<file path="config.mk">
export PLATFORM = sky130hd
export DESIGN_NAME = apdc_ctrl
export DESIGN_NICKNAME = d
export VERILOG_FILES = /design/src/pkg/apdc_pkg.sv /design/src/hw/apdc_timer.sv /design/src/hw/apdc_ctrl.sv
export SDC_FILE = /design/constraint.sdc
export NUM_CORES = 1
export LEC_CHECK = 0
export ABC_AREA = 1
export BUFFER_PORTS_ARGS = -buffer_cell sky130_fd_sc_hd__buf_2
export CAP_MARGIN = 20
export CORE_MARGIN = 2
export CORE_UTILIZATION = 40
export CTS_BUF_LIST = sky130_fd_sc_hd__clkbuf_4
export DETAILED_ROUTE_END_ITERATION = 6
export SLEW_MARGIN = 30
export SYNTH_ARGS = -nofsm -noshare
export SYNTH_HDL_FRONTEND = slang
export SYNTH_HIERARCHICAL = 1
export SYNTH_SLANG_ARGS = --single-unit
</file>
<file path="constraint.sdc">
create_clock -name clk -period 3.3 [get_ports clk]
set_input_delay 0 -clock clk [delete_from_list [all_inputs] [get_ports clk]]
set_output_delay 0 -clock clk [all_outputs]
set_load 0.01 [all_outputs]
</file>
<file path="src/pkg/apdc_pkg.sv">
package apdc_pkg;

   // ---------------------------------------------------------------
   // Widths
   // ---------------------------------------------------------------
   localparam int ADDR_W     = 20;    // Full word address
   localparam int HALF_W     = 10;    // One multiplexed half
   localparam int DATA_W     = 9;     // Eight shared bits plus the ninth
   localparam int TMR_W      = 12;    // Width of the state timer
   localparam int STALE_W    = 20;    // Width of the refresh watchdog

   // ---------------------------------------------------------------
   // Times as printed, and derived cycle counts
   // ---------------------------------------------------------------
   localparam int CLK_PERIOD_NS = 25;
   localparam int T_RP_NS       = 70;       // Row strobe precharge
   localparam int T_RAS_NS      = 100;      // Row strobe pulse width
   localparam int T_RCD_NS      = 25;       // Row to column strobe delay
   localparam int T_CAS_NS      = 25;       // Column strobe pulse width
   localparam int T_CAC_NS      = 25;       // Access time from column strobe
   localparam int T_CSR_NS      = 10;       // Column setup before row strobe
   localparam int T_POWERUP_US  = 100;      // Pause after power-up
   localparam int T_REF_MS      = 8;        // Refresh period for all rows
   localparam int REF_ROWS      = 512;      // Rows refreshed per period
   localparam int WAKE_COUNT    = 8;        // Row cycles of the wake-up

   // Least times round up
   localparam logic [TMR_W-1:0] RP_CYC  =
      TMR_W'((T_RP_NS + CLK_PERIOD_NS - 1) / CLK_PERIOD_NS);
   localparam logic [TMR_W-1:0] RAS_CYC =
      TMR_W'((T_RAS_NS + CLK_PERIOD_NS - 1) / CLK_PERIOD_NS);
   localparam logic [TMR_W-1:0] RCD_CYC =
      TMR_W'((T_RCD_NS + CLK_PERIOD_NS - 1) / CLK_PERIOD_NS);
   localparam logic [TMR_W-1:0] CSR_CYC =
      TMR_W'((T_CSR_NS + CLK_PERIOD_NS - 1) / CLK_PERIOD_NS);
   // Column strobe low long enough for the pulse and one sample cycle
   localparam int CAS_RAW = (T_CAS_NS > T_CAC_NS) ? T_CAS_NS : T_CAC_NS;
   localparam logic [TMR_W-1:0] COL_CYC =
      TMR_W'((CAS_RAW + CLK_PERIOD_NS - 1) / CLK_PERIOD_NS + 1);
   // Row phase stretched so that the whole row pulse meets its width
   localparam logic [TMR_W-1:0] ROW_CYC =
      (RAS_CYC > COL_CYC + 1 + RCD_CYC) ? TMR_W'(RAS_CYC - COL_CYC - 1) : RCD_CYC;
   localparam logic [TMR_W-1:0] POWERUP_CYC =
      TMR_W'(T_POWERUP_US * 1000 / CLK_PERIOD_NS);
   // Longest time rounds down
   localparam logic [TMR_W-1:0] REF_INTERVAL_CYC =
      TMR_W'(T_REF_MS * 1000000 / REF_ROWS / CLK_PERIOD_NS);
   localparam int REF_PERIOD_CYC = T_REF_MS * 1000000 / CLK_PERIOD_NS;

   // ---------------------------------------------------------------
   // Request kinds and controller states
   // ---------------------------------------------------------------
   typedef enum logic [1:0] {
      APDC_READ, APDC_WRITE, APDC_ROW_REFRESH, APDC_RSVD
   } apdc_kind_t;

   typedef enum logic [3:0] {
      ST_POWERUP, ST_IDLE, ST_ASET, ST_ROW, ST_ROWONLY, ST_COLSET, ST_COL,
      ST_PAGE, ST_HID_HI, ST_HID_LO, ST_CBR_CAS, ST_CBR_RAS, ST_PRE
   } apdc_state_t;

endpackage

</file>
<file path="src/hw/apdc_timer.sv">
`timescale 1ns/1ps

// Loadable down counter; done is high while the count stands at zero
module apdc_timer #(
   parameter int W = 12
) (
   input  wire logic         clk,       // System clock
   input  wire logic         sys_rst,   // Synchronous reset, active high
   input  wire logic         load,      // Load strobe
   input  wire logic [W-1:0] load_val,  // Cycles minus one
   output logic              done       // Count has reached zero
);

   logic [W-1:0] count_reg;

   // ---------------------------------------------------------------
   // Counter
   // ---------------------------------------------------------------
   always_ff @(posedge clk) begin
      if (sys_rst) begin
         count_reg <= '0;
      end else if (load) begin
         count_reg <= load_val;
      end else if (count_reg != '0) begin
         count_reg <= count_reg - W'(1);
      end
   end

   assign done = (count_reg == '0);

endmodule // apdc_timer

</file>
<file path="src/hw/apdc_ctrl.sv">
`timescale 1ns/1ps

module apdc_ctrl
   import apdc_pkg::*;
#(
   parameter int REF_PERIOD = apdc_pkg::REF_PERIOD_CYC,  // Refresh period in cycles
   parameter int PAGE_MAX   = 64                         // Columns per open row
) (
   input  wire logic                        clk,               // 40 MHz clock
   input  wire logic                        sys_rst,           // Sync reset
   input  wire logic                        req_valid,         // Request offered
   input  wire apdc_pkg::apdc_kind_t        req_kind,          // Read, write, row refresh
   input  wire logic [apdc_pkg::ADDR_W-1:0] req_addr,          // Row high, column low
   input  wire logic [apdc_pkg::DATA_W-1:0] req_wdata,         // Write word
   output logic                             req_ready,         // Request taken when valid
   output logic                             rsp_valid,         // Read word pulse
   output logic [apdc_pkg::DATA_W-1:0]      rsp_rdata,         // Read word
   input  wire logic                        refresh_inhibit,   // Holds off periodic refresh, not the wake-up
   output logic                             init_done,         // Wake-up complete
   output logic                             row_strobe_n,      // Row strobe
   output logic                             column_strobe_n,   // Column strobe, bits 1-8
   output logic                             ninth_bit_column_strobe_n, // Ninth-bit strobe
   output logic                             write_strobe_n,    // Write strobe
   output logic [apdc_pkg::HALF_W-1:0]      multiplexed_address, // Address pins
   output logic [7:0]                       shared_byte_data_o,  // Byte data out
   output logic                             shared_byte_data_oe, // Byte data drive
   input  wire logic [7:0]                  shared_byte_data_i,  // Byte data in
   output logic                             ninth_bit_data_in,   // Ninth bit to device
   input  wire logic                        ninth_bit_data_out   // Ninth bit from device
);
   import apdc_pkg::*;

   apdc_state_t              state_reg, state_next;
   apdc_kind_t               kind_reg;
   logic [ADDR_W-1:0]        addr_reg;
   logic [DATA_W-1:0]        wdata_reg;
   logic                     pend_reg;
   logic                     ref_pend_reg, ref_pend_next;
   logic                     ready_next;
   logic [3:0]               wake_reg;
   logic [STALE_W-1:0]       stale_reg;
   logic [7:0]               burst_reg;
   logic [TMR_W-1:0]         tmr_val;
   logic                     tmr_done, ivl_done, take, same_row, ref_go, stale_hit;
   logic                     pwr_arm_reg;

   assign take      = req_valid && req_ready;
   assign same_row  = (req_addr[ADDR_W-1:HALF_W] == addr_reg[ADDR_W-1:HALF_W]);
   assign ref_go    = ref_pend_reg && !refresh_inhibit;
   assign stale_hit = (stale_reg == STALE_W'(REF_PERIOD));

   // ---------------------------------------------------------------
   // Timers
   // ---------------------------------------------------------------
   apdc_timer #(.W(TMR_W)) u_state_tmr (
      .clk      (clk),
      .sys_rst  (sys_rst),
      .load     ((state_next != state_reg) || pwr_arm_reg),
      .load_val (tmr_val),
      .done     (tmr_done)
   );

   apdc_timer #(.W(TMR_W)) u_ivl_tmr (
      .clk      (clk),
      .sys_rst  (sys_rst),
      .load     (ivl_done),
      .load_val (REF_INTERVAL_CYC - TMR_W'(1)),
      .done     (ivl_done)
   );

   // Duration of the state being entered
   always_comb begin
      case (state_next)
         ST_POWERUP: tmr_val = POWERUP_CYC - TMR_W'(1);
         ST_ROW:     tmr_val = ROW_CYC - TMR_W'(1);
         ST_ROWONLY: tmr_val = RAS_CYC - TMR_W'(1);
         ST_COL:     tmr_val = COL_CYC - TMR_W'(1);
         ST_HID_HI:  tmr_val = RP_CYC - TMR_W'(1);
         ST_HID_LO:  tmr_val = RAS_CYC - TMR_W'(1);
         ST_CBR_CAS: tmr_val = CSR_CYC - TMR_W'(1);
         ST_CBR_RAS: tmr_val = RAS_CYC - TMR_W'(1);
         ST_PRE:     tmr_val = RP_CYC - TMR_W'(1);
         default:    tmr_val = '0;
      endcase
   end

   // ---------------------------------------------------------------
   // Sequencer
   // ---------------------------------------------------------------
   always_comb begin
      state_next = state_reg;
      case (state_reg)
         ST_POWERUP: if (tmr_done && !pwr_arm_reg) state_next = ST_CBR_CAS;
         // A taken request goes first, so a refresh that falls due cannot swallow it
         ST_IDLE: begin
            if (take) state_next = ST_ASET;
            else if (!init_done || ref_go) state_next = ST_CBR_CAS;
         end
         ST_ASET:
            state_next = (kind_reg == APDC_ROW_REFRESH) ? ST_ROWONLY : ST_ROW;
         ST_ROW:     if (tmr_done) state_next = ST_COLSET;
         ST_ROWONLY: if (tmr_done) state_next = ST_PRE;
         ST_COLSET:  state_next = ST_COL;
         ST_COL: begin
            if (tmr_done) state_next = ref_go ? ST_HID_HI : ST_PAGE;
         end
         ST_PAGE: begin
            if (take && same_row && req_kind != APDC_ROW_REFRESH) state_next = ST_COLSET;
            else state_next = ST_PRE;
         end
         ST_HID_HI:  if (tmr_done) state_next = ST_HID_LO;
         ST_HID_LO:  if (tmr_done) state_next = ST_PRE;
         ST_CBR_CAS: if (tmr_done) state_next = ST_CBR_RAS;
         ST_CBR_RAS: if (tmr_done) state_next = ST_PRE;
         ST_PRE: begin
            if (tmr_done) begin
               if (!init_done && wake_reg != 4'(WAKE_COUNT)) state_next = ST_CBR_CAS;
               else if (pend_reg) state_next = ST_ASET;
               else state_next = ST_IDLE;
            end
         end
         default: state_next = ST_IDLE;
      endcase
   end

   always_ff @(posedge clk) begin
      if (sys_rst) state_reg <= ST_POWERUP;
      else         state_reg <= state_next;
   end

   // Loads the power-up pause in the first cycle after reset; the timer reads zero before
   always_ff @(posedge clk) begin
      if (sys_rst) pwr_arm_reg <= 1'b1;
      else         pwr_arm_reg <= 1'b0;
   end

   // ---------------------------------------------------------------
   // Refresh bookkeeping and wake-up
   // ---------------------------------------------------------------
   always_comb begin
      ref_pend_next = ref_pend_reg;
      if (state_next == ST_CBR_CAS || state_next == ST_HID_HI) ref_pend_next = 1'b0;
      if (ivl_done) ref_pend_next = 1'b1;
   end

   always_ff @(posedge clk) begin
      if (sys_rst) begin
         ref_pend_reg <= 1'b0;
         stale_reg    <= '0;
         wake_reg     <= '0;
         init_done    <= 1'b0;
      end else begin
         ref_pend_reg <= ref_pend_next;
         if ((state_reg == ST_CBR_RAS || state_reg == ST_HID_LO) && tmr_done) begin
            stale_reg <= '0;
         end else if (!stale_hit) begin
            stale_reg <= stale_reg + STALE_W'(1);
         end
         if (stale_hit) begin
            init_done <= 1'b0;
            wake_reg  <= '0;
         end else if (state_reg == ST_PRE && tmr_done && wake_reg == 4'(WAKE_COUNT)) begin
            init_done <= 1'b1;
         end
         // A row cycle that ends as the watchdog trips still counts towards the wake-up
         if (!init_done && state_reg == ST_CBR_RAS && tmr_done) wake_reg <= wake_reg + 4'd1;
      end
   end

   // ---------------------------------------------------------------
   // Request capture
   // ---------------------------------------------------------------
   always_comb begin
      ready_next = 1'b0;
      if (init_done && !stale_hit && !(ref_pend_next && !refresh_inhibit)) begin
         ready_next = (state_next == ST_IDLE) ||
                      (state_next == ST_PAGE && burst_reg != 8'(PAGE_MAX));
      end
   end

   always_ff @(posedge clk) begin
      if (sys_rst) begin
         req_ready <= 1'b0;
         kind_reg  <= APDC_READ;
         addr_reg  <= '0;
         wdata_reg <= '0;
         pend_reg  <= 1'b0;
         burst_reg <= '0;
      end else begin
         req_ready <= ready_next;
         if (take) begin
            kind_reg  <= req_kind;
            addr_reg  <= req_addr;
            wdata_reg <= req_wdata;
         end
         pend_reg <= take && state_reg == ST_PAGE && state_next == ST_PRE ? 1'b1 :
                     (state_next == ST_ASET ? 1'b0 : pend_reg);
         if (state_next == ST_ROW) burst_reg <= '0;
         else if (state_next == ST_COL && state_reg != ST_COL) burst_reg <= burst_reg + 8'd1;
      end
   end

   // ---------------------------------------------------------------
   // Pins, registered from the state being entered
   // ---------------------------------------------------------------
   always_ff @(posedge clk) begin
      if (sys_rst) begin
         row_strobe_n              <= 1'b1;
         column_strobe_n           <= 1'b1;
         ninth_bit_column_strobe_n <= 1'b1;
         write_strobe_n            <= 1'b1;
         multiplexed_address       <= '0;
         shared_byte_data_o        <= '0;
         shared_byte_data_oe       <= 1'b0;
         ninth_bit_data_in         <= 1'b0;
      end else begin
         row_strobe_n <= !(state_next inside {ST_ROW, ST_ROWONLY, ST_COLSET, ST_COL,
                                              ST_PAGE, ST_HID_LO, ST_CBR_RAS});
         column_strobe_n <= !(state_next inside {ST_COL, ST_HID_HI, ST_HID_LO,
                                                 ST_CBR_CAS, ST_CBR_RAS});
         ninth_bit_column_strobe_n <= !(state_next inside {ST_COL, ST_HID_HI, ST_HID_LO,
                                                           ST_CBR_CAS, ST_CBR_RAS});
         // Write strobe falls before the column strobe and stays low through refresh_with_held_column
         // A page hit takes its kind from the new request, not from the previous column
         write_strobe_n <= !(((take ? req_kind : kind_reg) == APDC_WRITE) &&
                            (state_next inside {ST_ROW, ST_COLSET, ST_COL, ST_HID_HI,
                                                ST_HID_LO}));
         shared_byte_data_oe <= ((take ? req_kind : kind_reg) == APDC_WRITE) &&
                                (state_next inside {ST_ROW, ST_COLSET, ST_COL, ST_HID_HI,
                                                    ST_HID_LO});
         shared_byte_data_o <= take ? req_wdata[7:0] : wdata_reg[7:0];
         ninth_bit_data_in  <= take ? req_wdata[8] : wdata_reg[8];
         // Row half before the row strobe falls, column half before the column strobe
         if (state_next inside {ST_ASET, ST_ROW, ST_ROWONLY}) begin
            multiplexed_address <= take ? req_addr[ADDR_W-1:HALF_W]
                                        : addr_reg[ADDR_W-1:HALF_W];
         end else if (state_next == ST_COLSET) begin
            multiplexed_address <= take ? req_addr[HALF_W-1:0] : addr_reg[HALF_W-1:0];
         end
      end
   end

   // ---------------------------------------------------------------
   // Read return, sampled in the last column-low cycle
   // ---------------------------------------------------------------
   always_ff @(posedge clk) begin
      if (sys_rst) begin
         rsp_valid <= 1'b0;
         rsp_rdata <= '0;
      end else begin
         rsp_valid <= state_reg == ST_COL && tmr_done && kind_reg == APDC_READ;
         if (state_reg == ST_COL && tmr_done && kind_reg == APDC_READ) begin
            rsp_rdata <= {ninth_bit_data_out, shared_byte_data_i};
         end
      end
   end

   // ---------------------------------------------------------------
   // Checks
   // ---------------------------------------------------------------
   AST_POWERUP_QUIET: assert property (@(posedge clk) disable iff (sys_rst)
      state_reg == ST_POWERUP |-> row_strobe_n && !init_done)
      else $error("row strobe active during power-up pause");
   AST_STALE_WAKE: assert property (@(posedge clk) disable iff (sys_rst)
      stale_hit |=> !init_done && !req_ready)
      else $error("stale refresh did not restart wake-up");
   AST_COL_ADDR: assert property (@(posedge clk) disable iff (sys_rst)
      $fell(column_strobe_n) && !row_strobe_n |-> multiplexed_address == addr_reg[HALF_W-1:0])
      else $error("column half wrong at column strobe");
   AST_NO_LATE_WRITE: assert property (@(posedge clk) disable iff (sys_rst)
      $fell(write_strobe_n) |-> column_strobe_n)
      else $error("write strobe fell with column strobe low");
   AST_PRECHARGE: assert property (@(posedge clk) disable iff (sys_rst)
      $rose(row_strobe_n) |-> row_strobe_n [*3])
      else $error("row precharge too short");
   AST_NINTH_TRACKS: assert property (@(posedge clk) disable iff (sys_rst)
      ninth_bit_column_strobe_n == column_strobe_n)
      else $error("ninth-bit strobe diverged");
   AST_ROW_ONLY: assert property (@(posedge clk) disable iff (sys_rst)
      state_reg == ST_ROWONLY |-> column_strobe_n && !row_strobe_n)
      else $error("row-only refresh with column strobe low");
   AST_HIDDEN: assert property (@(posedge clk) disable iff (sys_rst)
      state_reg == ST_HID_HI |-> row_strobe_n && !column_strobe_n && $stable(write_strobe_n))
      else $error("refresh_with_held_column released column strobe");
   AST_CBR_ORDER: assert property (@(posedge clk) disable iff (sys_rst)
      $fell(row_strobe_n) && !column_strobe_n |->
         $past(!column_strobe_n) && (shared_byte_data_oe == !write_strobe_n))
      else $error("column strobe not set before row strobe");
   AST_DRIVE_WRITE: assert property (@(posedge clk) disable iff (sys_rst)
      shared_byte_data_oe |-> !write_strobe_n)
      else $error("data driven outside a write");

endmodule // apdc_ctrl

</file>
**Yosys cells after proc, flatten, opt, wreduce, memory -nomap -nowiden**

Memories as Yosys holds them, arrays and structs flattened.
Cells that the tools add are included.

- Memories: 1
- Register bits after elaboration: 129
- Memory bits (read-only): 160
- Logic and storage cells: 153
- Output and inout port bits: 36
- Input port bits: 44

- Reduce and logical (&&, ||, !) cells: 55
- Mux-type cells: 33
- Bitwise operators: 1
- $add $sub $neg: 5
- Equality and inequality tests: 34

Memory list:

| memory | words | width | read ports | clocked after Yosys merged registers in | wr ports | line | text |
|---|---|---|---|---|---|---|---|
| (name not given) | 16 | 10 | 1 | 0 | 0 | apdc_ctrl.sv:73 | `case (state_next)` |

Operators by type and width:

| operator | count |
|---|---|
| 10-bit two-way mux | 6 |
| 4-bit two-way mux | 14 |
| 4-bit == test (second input constant) | 11 |
| 4-bit one-hot mux with 11 select lines | 1 |
| 4-bit by 3-bit == test with 1-bit output (second input constant) | 8 |
| 12-bit logical NOT | 2 |
| 12-bit two-way mux | 2 |
| 12-bit nonzero test | 2 |
| 12-bit by 1-bit subtractor with 12-bit output (second input constant) | 2 |
| 1-bit logical AND | 21 |
| 20-bit by 1-bit adder with 20-bit output (second input constant) | 1 |
| 20-bit by 19-bit == test with 1-bit output (second input constant) | 1 |
| 4-bit by 2-bit == test with 1-bit output (second input constant) | 4 |
| 10-bit == test | 1 |
| 2-bit nonzero test | 5 |
| 5-bit nonzero test | 2 |
| 2-bit OR reduction | 5 |
| 8-bit by 1-bit adder with 8-bit output (second input constant) | 1 |
| 4-bit by 1-bit == test with 1-bit output (second input constant) | 2 |
| 1-bit logical NOT | 8 |
| 8-bit two-way mux | 1 |
| 8-bit by 7-bit != test with 1-bit output (second input constant) | 1 |
| 7-bit nonzero test | 1 |
| 1-bit two-way mux | 6 |
| 15 further kinds | 20 |

**Logic depth before layout (Yosys ltp)**

Gate-level depths: netlist of the first run.

- Depth in word-level cells: 15
- Mapped depth: 23

**Cells and area by module**

The synthesis of the first run kept the hierarchy.

Modules (own cells, without submodules):

| module | times used | area an instance (µm²) | cells each |
|---|---|---|---|
| apdc_ctrl | 1 | 4878.4 | 689 |
| apdc_timer | 2 | 859.6 | 140 |

**Worst setup path before layout of the first run**

No wires, ideal clock.

- Kind: register to register
- Start: register u_state_tmr.count_reg[0]
- End: register u_state_tmr.count_reg[10]
- Setup time: 0.129 ns
- Data required time: 3.171 ns
- Arrival time: 2.532 ns
- Slack: 0.639 ns
- Stages on the path, launching flop included: 24
- Period minus slack after synthesis: 2.661 ns
- Cell sequence: dfxtp_1 -> inv_1 -> ha_1 -> nand2_1 -> nor2_1 -> nand2_1 -> inv_1 -> inv_2 -> nand2_1 -> nand3_1 -> nand2_1 -> nor2_2 -> nand2_2 -> nor2_8 -> inv_1 -> a21oi_1 -> nand3_1 -> nand3b_1 -> inv_2 -> nand3_4 -> o21ai_2 -> inv_2 -> nand2_1 -> nor2_1

- Word-level cells in the longest chain between the ends: 7
- Elaborated cells on any way between the ends: 18
- Those cells by class: 1 x add/sub; 1 x eq/ne; 10 x mux; 5 x reduce/logical; 1 x memory

RTL lines:

| element | line | text |
|---|---|---|
| start, declared | apdc_timer.sv:14 | `logic [W-1:0] count_reg;` |
| start signal, assigned | apdc_timer.sv:23 | `count_reg <= load_val;` |
| start signal, assigned | apdc_timer.sv:25 | `count_reg <= count_reg - W'(1);` |
| 12-bit logical NOT * | apdc_timer.sv:29 | `assign done = (count_reg == '0);` |
| net tmr_done | apdc_ctrl.sv:44 | `logic tmr_done, ivl_done, take, same_row, ref_go, stale_hit;` |
| 1-bit logical AND | apdc_ctrl.sv:93 | `ST_POWERUP: if (tmr_done && !pwr_arm_reg) state_next = ST_CBR_CAS;` |
| 4-bit two-way mux | apdc_ctrl.sv:93 |  |
| 4-bit one-hot mux with 11 select lines * | apdc_ctrl.sv:92 | `case (state_reg)` |
| branches (longest 3 deep; another with memory 16 x 10 bit) | -- |  |

Mark *: on every way through the listed nets, which the timed path passes. The select of a mux whose other input is x is not followed.
A chain may end at the register's enable or synchronous reset.

**Final worst setup path of the first run**

- Start: register u_state_tmr.count_reg[0]
- End: register u_state_tmr.count_reg[6]

- Word-level cells in the longest chain between the ends: 7
- Elaborated cells on any way between the ends: 17
- Those cells by class: 1 x add/sub; 1 x eq/ne; 10 x mux; 5 x reduce/logical

RTL lines:

| element | line | text |
|---|---|---|
| 12-bit logical NOT * | apdc_timer.sv:29 |  |
| net tmr_done | apdc_ctrl.sv:44 |  |
| 1-bit logical AND | apdc_ctrl.sv:93 |  |
| 4-bit two-way mux | apdc_ctrl.sv:93 |  |
| 4-bit one-hot mux with 11 select lines * | apdc_ctrl.sv:92 |  |
| 4-bit != test * | apdc_ctrl.sv:58 | `.load ((state_next != state_reg) \|\| pwr_arm_reg),` |
| 1-bit logical OR * | apdc_ctrl.sv:58 |  |
| 12-bit two-way mux or 2-bit nonzero test (tied branches) | -- |  |

The timed path passes the listed nets; every way through them passes the cells marked *. The select of a mux whose other input is x is not followed.

==> results by group, run 1 <==
Job
  – Max_cap viols: 0

Timing
  – Fin. max-slew vios: 0
  – Slew headroom: between 50% and 60%
  – Final Skew: roughly 0.027 ns
  – F_max: between 300 and 400 MHz
  – Minimum clock period: between 3 and 4 ns
  – Fin. Hold Viols: 0
  – Setup TNS: 0 ns
  – # setup viols final: 0
  – Slack of the critical path: 0.293 ns
  – Tightest Pin Transition: 0.611 ns
  – Unrepaired setup endpoints after global routing: false
  – Crit share post-route: roughly 91%

Placed design
  – Pre-CTS setup slack: between 0.1 and 0.15 ns
  – RePlAce Congestion: between 0.8 and 0.9
  – IO buf count: just under 80
  – Dpl hpwl: ~12000 um
  – Placed cell count: around 1.3k

Yosys
  – Synth top area share: between 30% and 40%
  – #FFs+latches synth: about 130
  – Area leader, netlist: dfxtp_1
  – Distinct cells, synth: 41
  – Synth area leaders: dfxtp_1 (39%), nand2_1 (14%), nor2_1 (7.3%)
  – Async SR Flop Fraction: 0%
  – Post-synth EDFFs: 0
  – Synth Warn #: 6
  – Synth Flop Type: dfxtp_1
  – Post-Synthesis Cells: just under 1k
  – Post-synthesis instance area: 0.00660 sq mm
  – Register area share after synthesis: between 30% and 40%
  – Syn Area/Cell: approximately 7 sq um

Clock network
  – CTS sink cnt: about 130
  – CTS tree: done
  – Root Buffer Master: clkbuf_4
  – Clock Latency Late Sink: 0.54 ns
  – Clock Tree Buf Depth: 2
  – CTS Buf Count: 17
  – CTS clock-pin slew for the worst setup and hold paths: between 0.1 and 0.15 ns
  – H-Tree Depth: 4

Power
  – Overall Power: between 5 and 6 mW
  – VDD IR max: 0.347 mV
  – PwrDens: approximately 660 mW/mm^2
  – Leak Pwr: approximately 3.6 nW

Floorplan
  – Cell Rows: between 40 and 50
  – Starting Density: between 40% and 50%
  – Die Footprint: 0.0175 sq mm
  – Die Height: between 100 and 150 um
  – Core area: 0.0160 sq mm
  – Die X-Extent: roughly 130 um
  – # IOs: 80

Finish
  – Filler Cell Count: 1660
  – Storage cell area: 0.00258 sq mm
  – Total Nets Final: about 1.2k
  – Multi-input logic area: around 0.0035 sq mm
  – Most common cell after layout, fill and taps aside: nand2_1
  – Fin cells: roughly 1.3k
  – Area grow syn2layout: 21.7%
  – Commonest cells after routing, fill and taps aside: nand2_1 (251), dfxtp_1 (129), nor2_1 (128)
  – Layout cells sized above 1: between 15 and 20%

Drt
  – Post-route ant nets: 0
  – Drt total wl: 16400 um
  – Drt drc: 0
  – Initial drt markers: around 380
  – Post-DR wirelength/cell: about 12 um
  – Initial DRT Pass Iterations: 6
  – Via Count: 6420
  – Vias per inst: approximately 4.8

Min path
  – Hold Path Depth: 4
  – HP Class: input port to flop
  – Hold endpoint: rsp_rdata[4]
  – Min-delay src: shared_byte_data_i[4]

Critical path
  – WS Path Type: flop to flop
  – Crit-path max FO: 7
  – R2r startpoint: u_state_tmr/count_reg[0]
  – Setup slack, reg-to-reg: 0.29 ns
  – Crit end category: flop
  – Most frequent cell on the critical path: nand2_1
  – CP Data Arrival Time: ~3.5 ns
  – Worst Path Required: 3.78 ns
  – Max incr delay on CP: between 0.3 and 0.4 ns
  – Critical path's slowest cell: dfxtp_1
  – Critical path cell sequence: inv_1 -> ha_1 -> nand2_1 -> nor2_1 -> nand2_1 -> inv_2 -> nand3_1 -> nand3_1 -> nand2_1 -> nor2_2 -> nand2_2 -> nor2_8 -> inv_1 -> a21oi_1 -> nand3_1 -> nand3b_1 -> buf_6 -> a21oi_4 -> nand2_1 -> a21oi_1
  – Element type at the critical path start: flop
  – Cells on worst reg2reg path: 20
  – RR Endpoint: u_state_tmr/count_reg[6]

GRT
  – Vias in the first global route: 6126
  – Initial antenna violation count: 1
  – First-pass GRT wire length: around 28000 um
  – Largest net degree at the start of global routing: 47
  – Total gr overflow: 0
  – GRT Resource Usage Total: about a fifth

Run status
  – Status: completed
[how the worst max path moves through the flow]
| stage | cells after the start | start | endpoint | slack [ns] |
|---|---|---|---|---|
| final | 20 | u_state_tmr/count_reg[0] | u_state_tmr/count_reg[6] | 0.29 |
| after global routing | 20 | u_state_tmr/count_reg[0] | u_state_tmr/count_reg[11] | 0.04 |
| after CTS | 21 | u_state_tmr/count_reg[0] | u_state_tmr/count_reg[6] | 0.13 |
| after detailed placement | 21 | u_state_tmr/count_reg[0] | u_state_tmr/count_reg[6] | 0.13 |
| after global placement | 21 | u_state_tmr/count_reg[0] | u_state_tmr/count_reg[5] | 0.29 |
| after floorplan | 23 | u_state_tmr/count_reg[0] | u_state_tmr/count_reg[10] | 0.64 |
[cell usage after synthesis, types with 7 or more instances]
cell type	count
nor2_4	7
inv_1	102
nor2_1	128
a21oi_1	67
dfxtp_1	129
nand3b_1	14
clkbuf_1	15
inv_2	13
nand2_2	9
nor3_1	16
nand4_1	13
nor2_2	12
ha_1	10
nand2_1	251
o21ai_0	59
xor2_1	10
nand3_1	63
[cell type report]
type	count	area share (%)
multi-input combinational	715	43.9
sequential	129	32.2
timing repair buffer	136	11.6
inverter	116	5.45
tap	216	3.37
clock inverter	15	1.81
clock buffer	17	1.59
antenna	2	0.0623
[metal layers]
layer	track usage [%]	wire length [um]	share of wire [%]
met3	5.02	655	4.0
met5	0	0	0
met4	5.68	242	1.5
met2	33.3	7860	48
met1	23.2	7600	46
[worst max-delay path: cells and delay by family, from the launching register on]
kind,cells,cell delay (ns)
DFF,1,0.35
AOI/OAI and AO/OA,3,0.47
adders and majority gates,1,0.20
buffers and inverters,4,0.53
and+or+nand+nor,12,1.42
[cells by family after synthesis]
logic type                 count (synthesis)  share of synthesized area (%)
AOI/OAI and AO/OA                        142                           11.5
xor gates and xnor gates                  13                           1.73
adders and majority gates                 10                           1.90
buffers and inverters                    137                           8.06
DFF                                      129                           39.1
other                                      2                          0.114
and+or+nand+nor                          536                           37.5
[through the flow]
stage          util [%]  cell area (sq um)  hold WS (ns)
6_report           50.2               8030         0.211
2_1_floorplan         -               6640        0.0277
3_5_place_dp       45.5               7280         0.232
5_1_grt            50.2               8030         0.176
4_1_cts            49.8               7970         0.148
3_3_place_gp       45.5               7280         0.223
[power by group]
group	internal, mW	leakage [nW]	total (mW)	switching [mW]
registers	1.71	1.05	1.89	0.177
logic	0.834	2.41	2.36	1.52
clock network	0.335	0.145	1.03	0.694
total	2.88	3.61	5.28	2.39
[repair_timing]
| item | 4_1_cts | 5_1_grt |
|---|---|---|
| hold buffers | 42 | 0 |
| setup buffers | 0 | 6 |
| gates resized for setup | 0 | 3 |
| hold endpoints to repair | 72 | 0 |
| endpoints found under the setup margin | 0 | 11 |
(Power assumes the default switching activity.)
==> run 2: changes to the inputs <==
--- a/config.mk
+++ b/config.mk
@@ -9,11 +9,11 @@
 export BUFFER_PORTS_ARGS = -buffer_cell sky130_fd_sc_hd__buf_2
 export CAP_MARGIN = 20
 export CORE_MARGIN = 2
-export CORE_UTILIZATION = 40
+export CORE_UTILIZATION = 50
 export CTS_BUF_LIST = sky130_fd_sc_hd__clkbuf_4
 export DETAILED_ROUTE_END_ITERATION = 6
+export PLACE_DENSITY = 0.71
 export SLEW_MARGIN = 30
 export SYNTH_ARGS = -nofsm -noshare
 export SYNTH_HDL_FRONTEND = slang
-export SYNTH_HIERARCHICAL = 1
 export SYNTH_SLANG_ARGS = --single-unit
==> run 2 against run 1 <==
Against the previous run: final cell count fell by 18%; clock skew fell by 0.0087 ns; routed wire length fell by 15%; die area fell by 27%; synthesized area fell by 9.3%; via count fell by 14%; combinational power fell by 42%; sequential cell count did not move; clock power rose by 11%; sequential share of layout area rose by 3.2 points; first-iteration DRC count rose by 8.6%; maximum frequency rose by 17%; largest cell class unchanged; highest routed layer unchanged.
==> results by group, run 2 <==
Yosys
  – Post-synthesis compound-gate area fraction: 8.89% (was 11.5%)
  – Multiplexer area fraction after synthesis: 1.00% (was 0%)
  – Top-count cell post-synth: nand2_1 (unchanged)
  – Top cells by count, synth: nand2_1 (150), nor2_1 (145), dfxtp_1 (129) (was nand2_1 (251), dfxtp_1 (129), nor2_1 (128))
  – Main combinational cell family by area after synthesis: simple AND/OR/NAND/NOR gates (unchanged)
  – Synth area leaders: dfxtp_1 (43%), nand2_1 (9.4%), nor2_1 (9.1%) (was dfxtp_1 (39%), nand2_1 (14%), nor2_1 (7.3%))
  – Synth Flop Type: dfxtp_1 (unchanged)
  – Synth Warn #: 0 (was 6)
  – Post-synthesis instance area: 0.00598 sq mm (was 0.00660 sq mm)
  – Area leader, netlist: dfxtp_1 (unchanged)
  – Synth top area share: 43.2% (was 39.1%)
  – Syn Area/Cell: 7.32 sq um (was 6.81 sq um)
  – Post-Synthesis Cells: 817 (was 969)
  – Synth Area in XOR/XNOR: 4.24% (was 1.73%)
  – Distinct cells, synth: 44 (was 41)
  – Post-Synth Simple-Gate Area: 33.8% (was 37.5%)
  – Adder-cell area share of the yosys netlist: 1.67% (was 1.90%)
  – Async SR Flop Fraction: 0% (unchanged)
  – Post-synth EDFFs: 0 (unchanged)
  – Syn nets: ~870
  – Register area share after synthesis: 43.2% (was 39.1%)
  – #FFs+latches synth: 129 (unchanged)

Timing
  – Unrepaired setup endpoints after global routing: false (unchanged)
  – Crit share post-route: 77.9% (was 91.1%)
  – Fin. Hold Viols: 0 (unchanged)
  – Tightest Pin Transition: 0.613 ns (was 0.611 ns)
  – Slew headroom: 59.1% (was 58.9%)
  – Setup TNS: 0 ns (unchanged)
  – Fin. max-slew vios: 0 (unchanged)
  – # setup viols final: 0 (unchanged)
  – F_max: 389 MHz (was 333 MHz)
  – Final Skew: 0.0179 ns (was 0.0265 ns)
  – Minimum clock period: 2.57 ns (was 3.01 ns)

Floorplan
  – Core area: 0.0116 sq mm (was 0.0160 sq mm)
  – Die Height: 113 um (was 132 um)
  – Die Footprint: 0.0129 sq mm (was 0.0175 sq mm)
  – Cell Rows: 39 (was 46)
  – # IOs: 80 (unchanged)
  – Starting Density: 51.7% (was 41.2%)
  – Die X-Extent: 113 um (was 132 um)

Finish
  – Antenna cells: 0 (was 2)
  – Most common cell after layout, fill and taps aside: nand2_1 (unchanged)
  – Final Util: 63.2% (was 50.2%)
  – Layout cells sized above 1: 18.3% (was 16.9%)
  – Area grow syn2layout: 22.1% (was 21.7%)
  – Commonest cells after routing, fill and taps aside: nand2_1 (150), nor2_1 (145), dfxtp_1 (129) (was nand2_1 (251), dfxtp_1 (129), nor2_1 (128))
  – Total Nets Final: 1003 (was 1169)

Power
  – VDD IR max: 0.272 mV (was 0.347 mV)
  – PwrDens: 596 mW/mm^2 (was 657 mW/mm^2)
  – Leak Pwr: 3.23 nW (was 3.61 nW)

Clock network
  – CTS Buf Count: 17 (unchanged)
  – H-Tree Depth: 4 (unchanged)
  – CTS tree: done (unchanged)
  – Clock Latency Late Sink: 0.56 ns (was 0.54 ns)
  – CTS sink cnt: 129 (unchanged)
  – Root Buffer Master: clkbuf_4 (unchanged)
  – # resized after CTS: 0 (unchanged)
  – Post-CTS setup buffers: 0 (unchanged)
  – Clock Tree Buf Depth: 2 (unchanged)
  – CTS clock-pin slew for the worst setup and hold paths: 0.13 ns (was 0.14 ns)

Placed design
  – IO buf count: 79 (unchanged)
  – RePlAce Congestion: 0.908 (was 0.890)
  – Dpl hpwl: 9420 um (was 11600 um)

Run status
  – Status: completed (unchanged)

GRT
  – Initial antenna violation count: 0 (was 1)
  – Total gr overflow: 0 (unchanged)
  – Largest net degree at the start of global routing: 47 (unchanged)
  – First-pass GRT wire length: 23700 um (was 27800 um)
  – GRT Resource Usage Total: 22.8% (was 19.1%)
  – Vias in the first global route: 5172 (was 6126)

Critical path
  – CP Data Arrival Time: 3.00 ns (was 3.48 ns)
  – Max incr delay on CP: 0.36 ns (was 0.35 ns)
  – Worst Path Required: 3.73 ns (was 3.78 ns)
  – Most frequent cell on the critical path: nand2_2 (was nand2_1)
  – Element type at the critical path start: flop (unchanged)
  – Crit path buffers/inverters: 4 (unchanged)
  – Crit-path max FO: 12 (was 7)
  – WS Path Type: flop to flop (unchanged)
  – Critical path's slowest cell: dfxtp_1 (unchanged)
  – Critical path cell sequence: inv_1 -> ha_1 -> nand2_2 -> nor2_8 -> nand2_4 -> inv_2 -> nand3_1 -> clkinv_1 -> o21ai_2 -> nand2_4 -> inv_4 -> nand2_1 -> nand2_2 -> nand2_2 -> nand2_2 -> nand2_1 -> nand2_1 -> nor2_1 (was inv_1 -> ha_1 -> nand2_1 -> nor2_1 -> nand2_1 -> inv_2 -> nand3_1 -> nand3_1 -> nand2_1 -> nor2_2 -> nand2_2 -> nor2_8 -> inv_1 -> a21oi_1 -> nand3_1 -> nand3b_1 -> buf_6 -> a21oi_4 -> nand2_1 -> a21oi_1)
  – CP delay by family, top: simple AND/OR/NAND/NOR gates (unchanged)
  – Crit end category: flop (unchanged)

Drt
  – Drt total wl: 13900 um (was 16400 um)
  – Initial DRT Pass Iterations: 5 (was 6)
  – Vias per inst: 5.01 (was 4.77)
  – Via Count: 5546 (was 6420)
  – Initial drt markers: 417 (was 384)
  – Post-DR wirelength/cell: 12.6 um (was 12.2 um)
  – Drt drc: 0 (unchanged)
  – Post-route ant nets: 0 (unchanged)

Job
  – Max_cap viols: 0 (unchanged)

Min path
  – HP Class: input port to flop (unchanged)
==> run 2: path summary, 6_finish.rpt <==
path	start	to	slack, ns	cells after the start
setup reg to reg	u_state_tmr.count_reg[0]	u_state_tmr.count_reg[7]	0.73	18
setup / recovery	u_state_tmr.count_reg[0]	u_state_tmr.count_reg[7]	0.73	18
hold reg to reg	u_ivl_tmr.count_reg[0]	u_ivl_tmr.count_reg[0]	0.43	1
hold / removal	shared_byte_data_i[7]	rsp_rdata[7]	0.19	4
==> run 2: layout make-up <==
| type | count | area [sq um] |
|---|---|---|
| Clock buffer | 18 | 135 |
| Clock inverter | 14 | 169 |
| Fill cell | 1005 | 4260 |
| Inverter | 89 | 337 |
| Multi-Input combinational cell | 579 | 2970 |
| Sequential cell | 129 | 2580 |
| Tap cell | 143 | 179 |
| Timing Repair Buffer | 135 | 938 |
==> run 2: metrics by stage <==
stage / std cells / hold slack [ns] / power [mW] / area, sq um / worst slack, ns
final: 1107 / 0.188 / 4.35 / 7310 / 0.731
after global routing: 1107 / 0.140 / 4.66 / 7310 / 0.546
after CTS: 1107 / 0.143 / 4.38 / 7310 / 0.748
after detailed placement: 1026 / 0.229 / 3.19 / 6510 / 0.785
after global placement: 1026 / 0.223 / 3.19 / 6510 / 0.859
after floorplan: 817 / 0.0277 / 2.96 / 5980 / 1.20
==> run 2: metal layers <==
layer	global-route usage (%)	vias to the layer above	wire length (um)
li1	-	2890	-
met2	37.2	165	6500
met3	6.64	16	872
met4	7.97	0	172
met1	29.0	2475	6390
met5	0	-	0
==> run 2: worst reg2reg max path, cell delays in order, from the launching register on <==
cell and delay, ns:
dfxtp_1 0.36, inv_1 0.06, ha_1 0.22, nand2_2 0.15, nor2_8 0.07, nand2_4 0.16, inv_2 0.11, nand3_1 0.09
clkinv_1 0.10, o21ai_2 0.19, nand2_4 0.13, inv_4 0.10, nand2_1 0.06, nand2_2 0.18, nand2_2 0.14, nand2_2 0.16
nand2_1 0.07, nand2_1 0.06, nor2_1 0.04
==> run 2: kinds of logic after synthesis <==
logic type               after synthesis
AO/OA/AOI/OAI                        102
XOR/XNOR                              29
adder cells (fa/ha/maj)                8
buffers and inverters                109
flip-flops                           129
multiplexers                           6
AND/OR/NAND/NOR                      434
==> run 2: power by group <==
part	total, mW	internal [mW]	switching [mW]
combinational	1.38	0.513	0.864
clock	1.14	0.485	0.657
sequential	1.84	1.71	0.126
total	4.35	2.71	1.65
==> run 2: what timing repair did <==
item,in CTS,in global routing
setup endpoints to repair,0,0
hold buffers,49,0
endpoints found under the hold margin,72,0
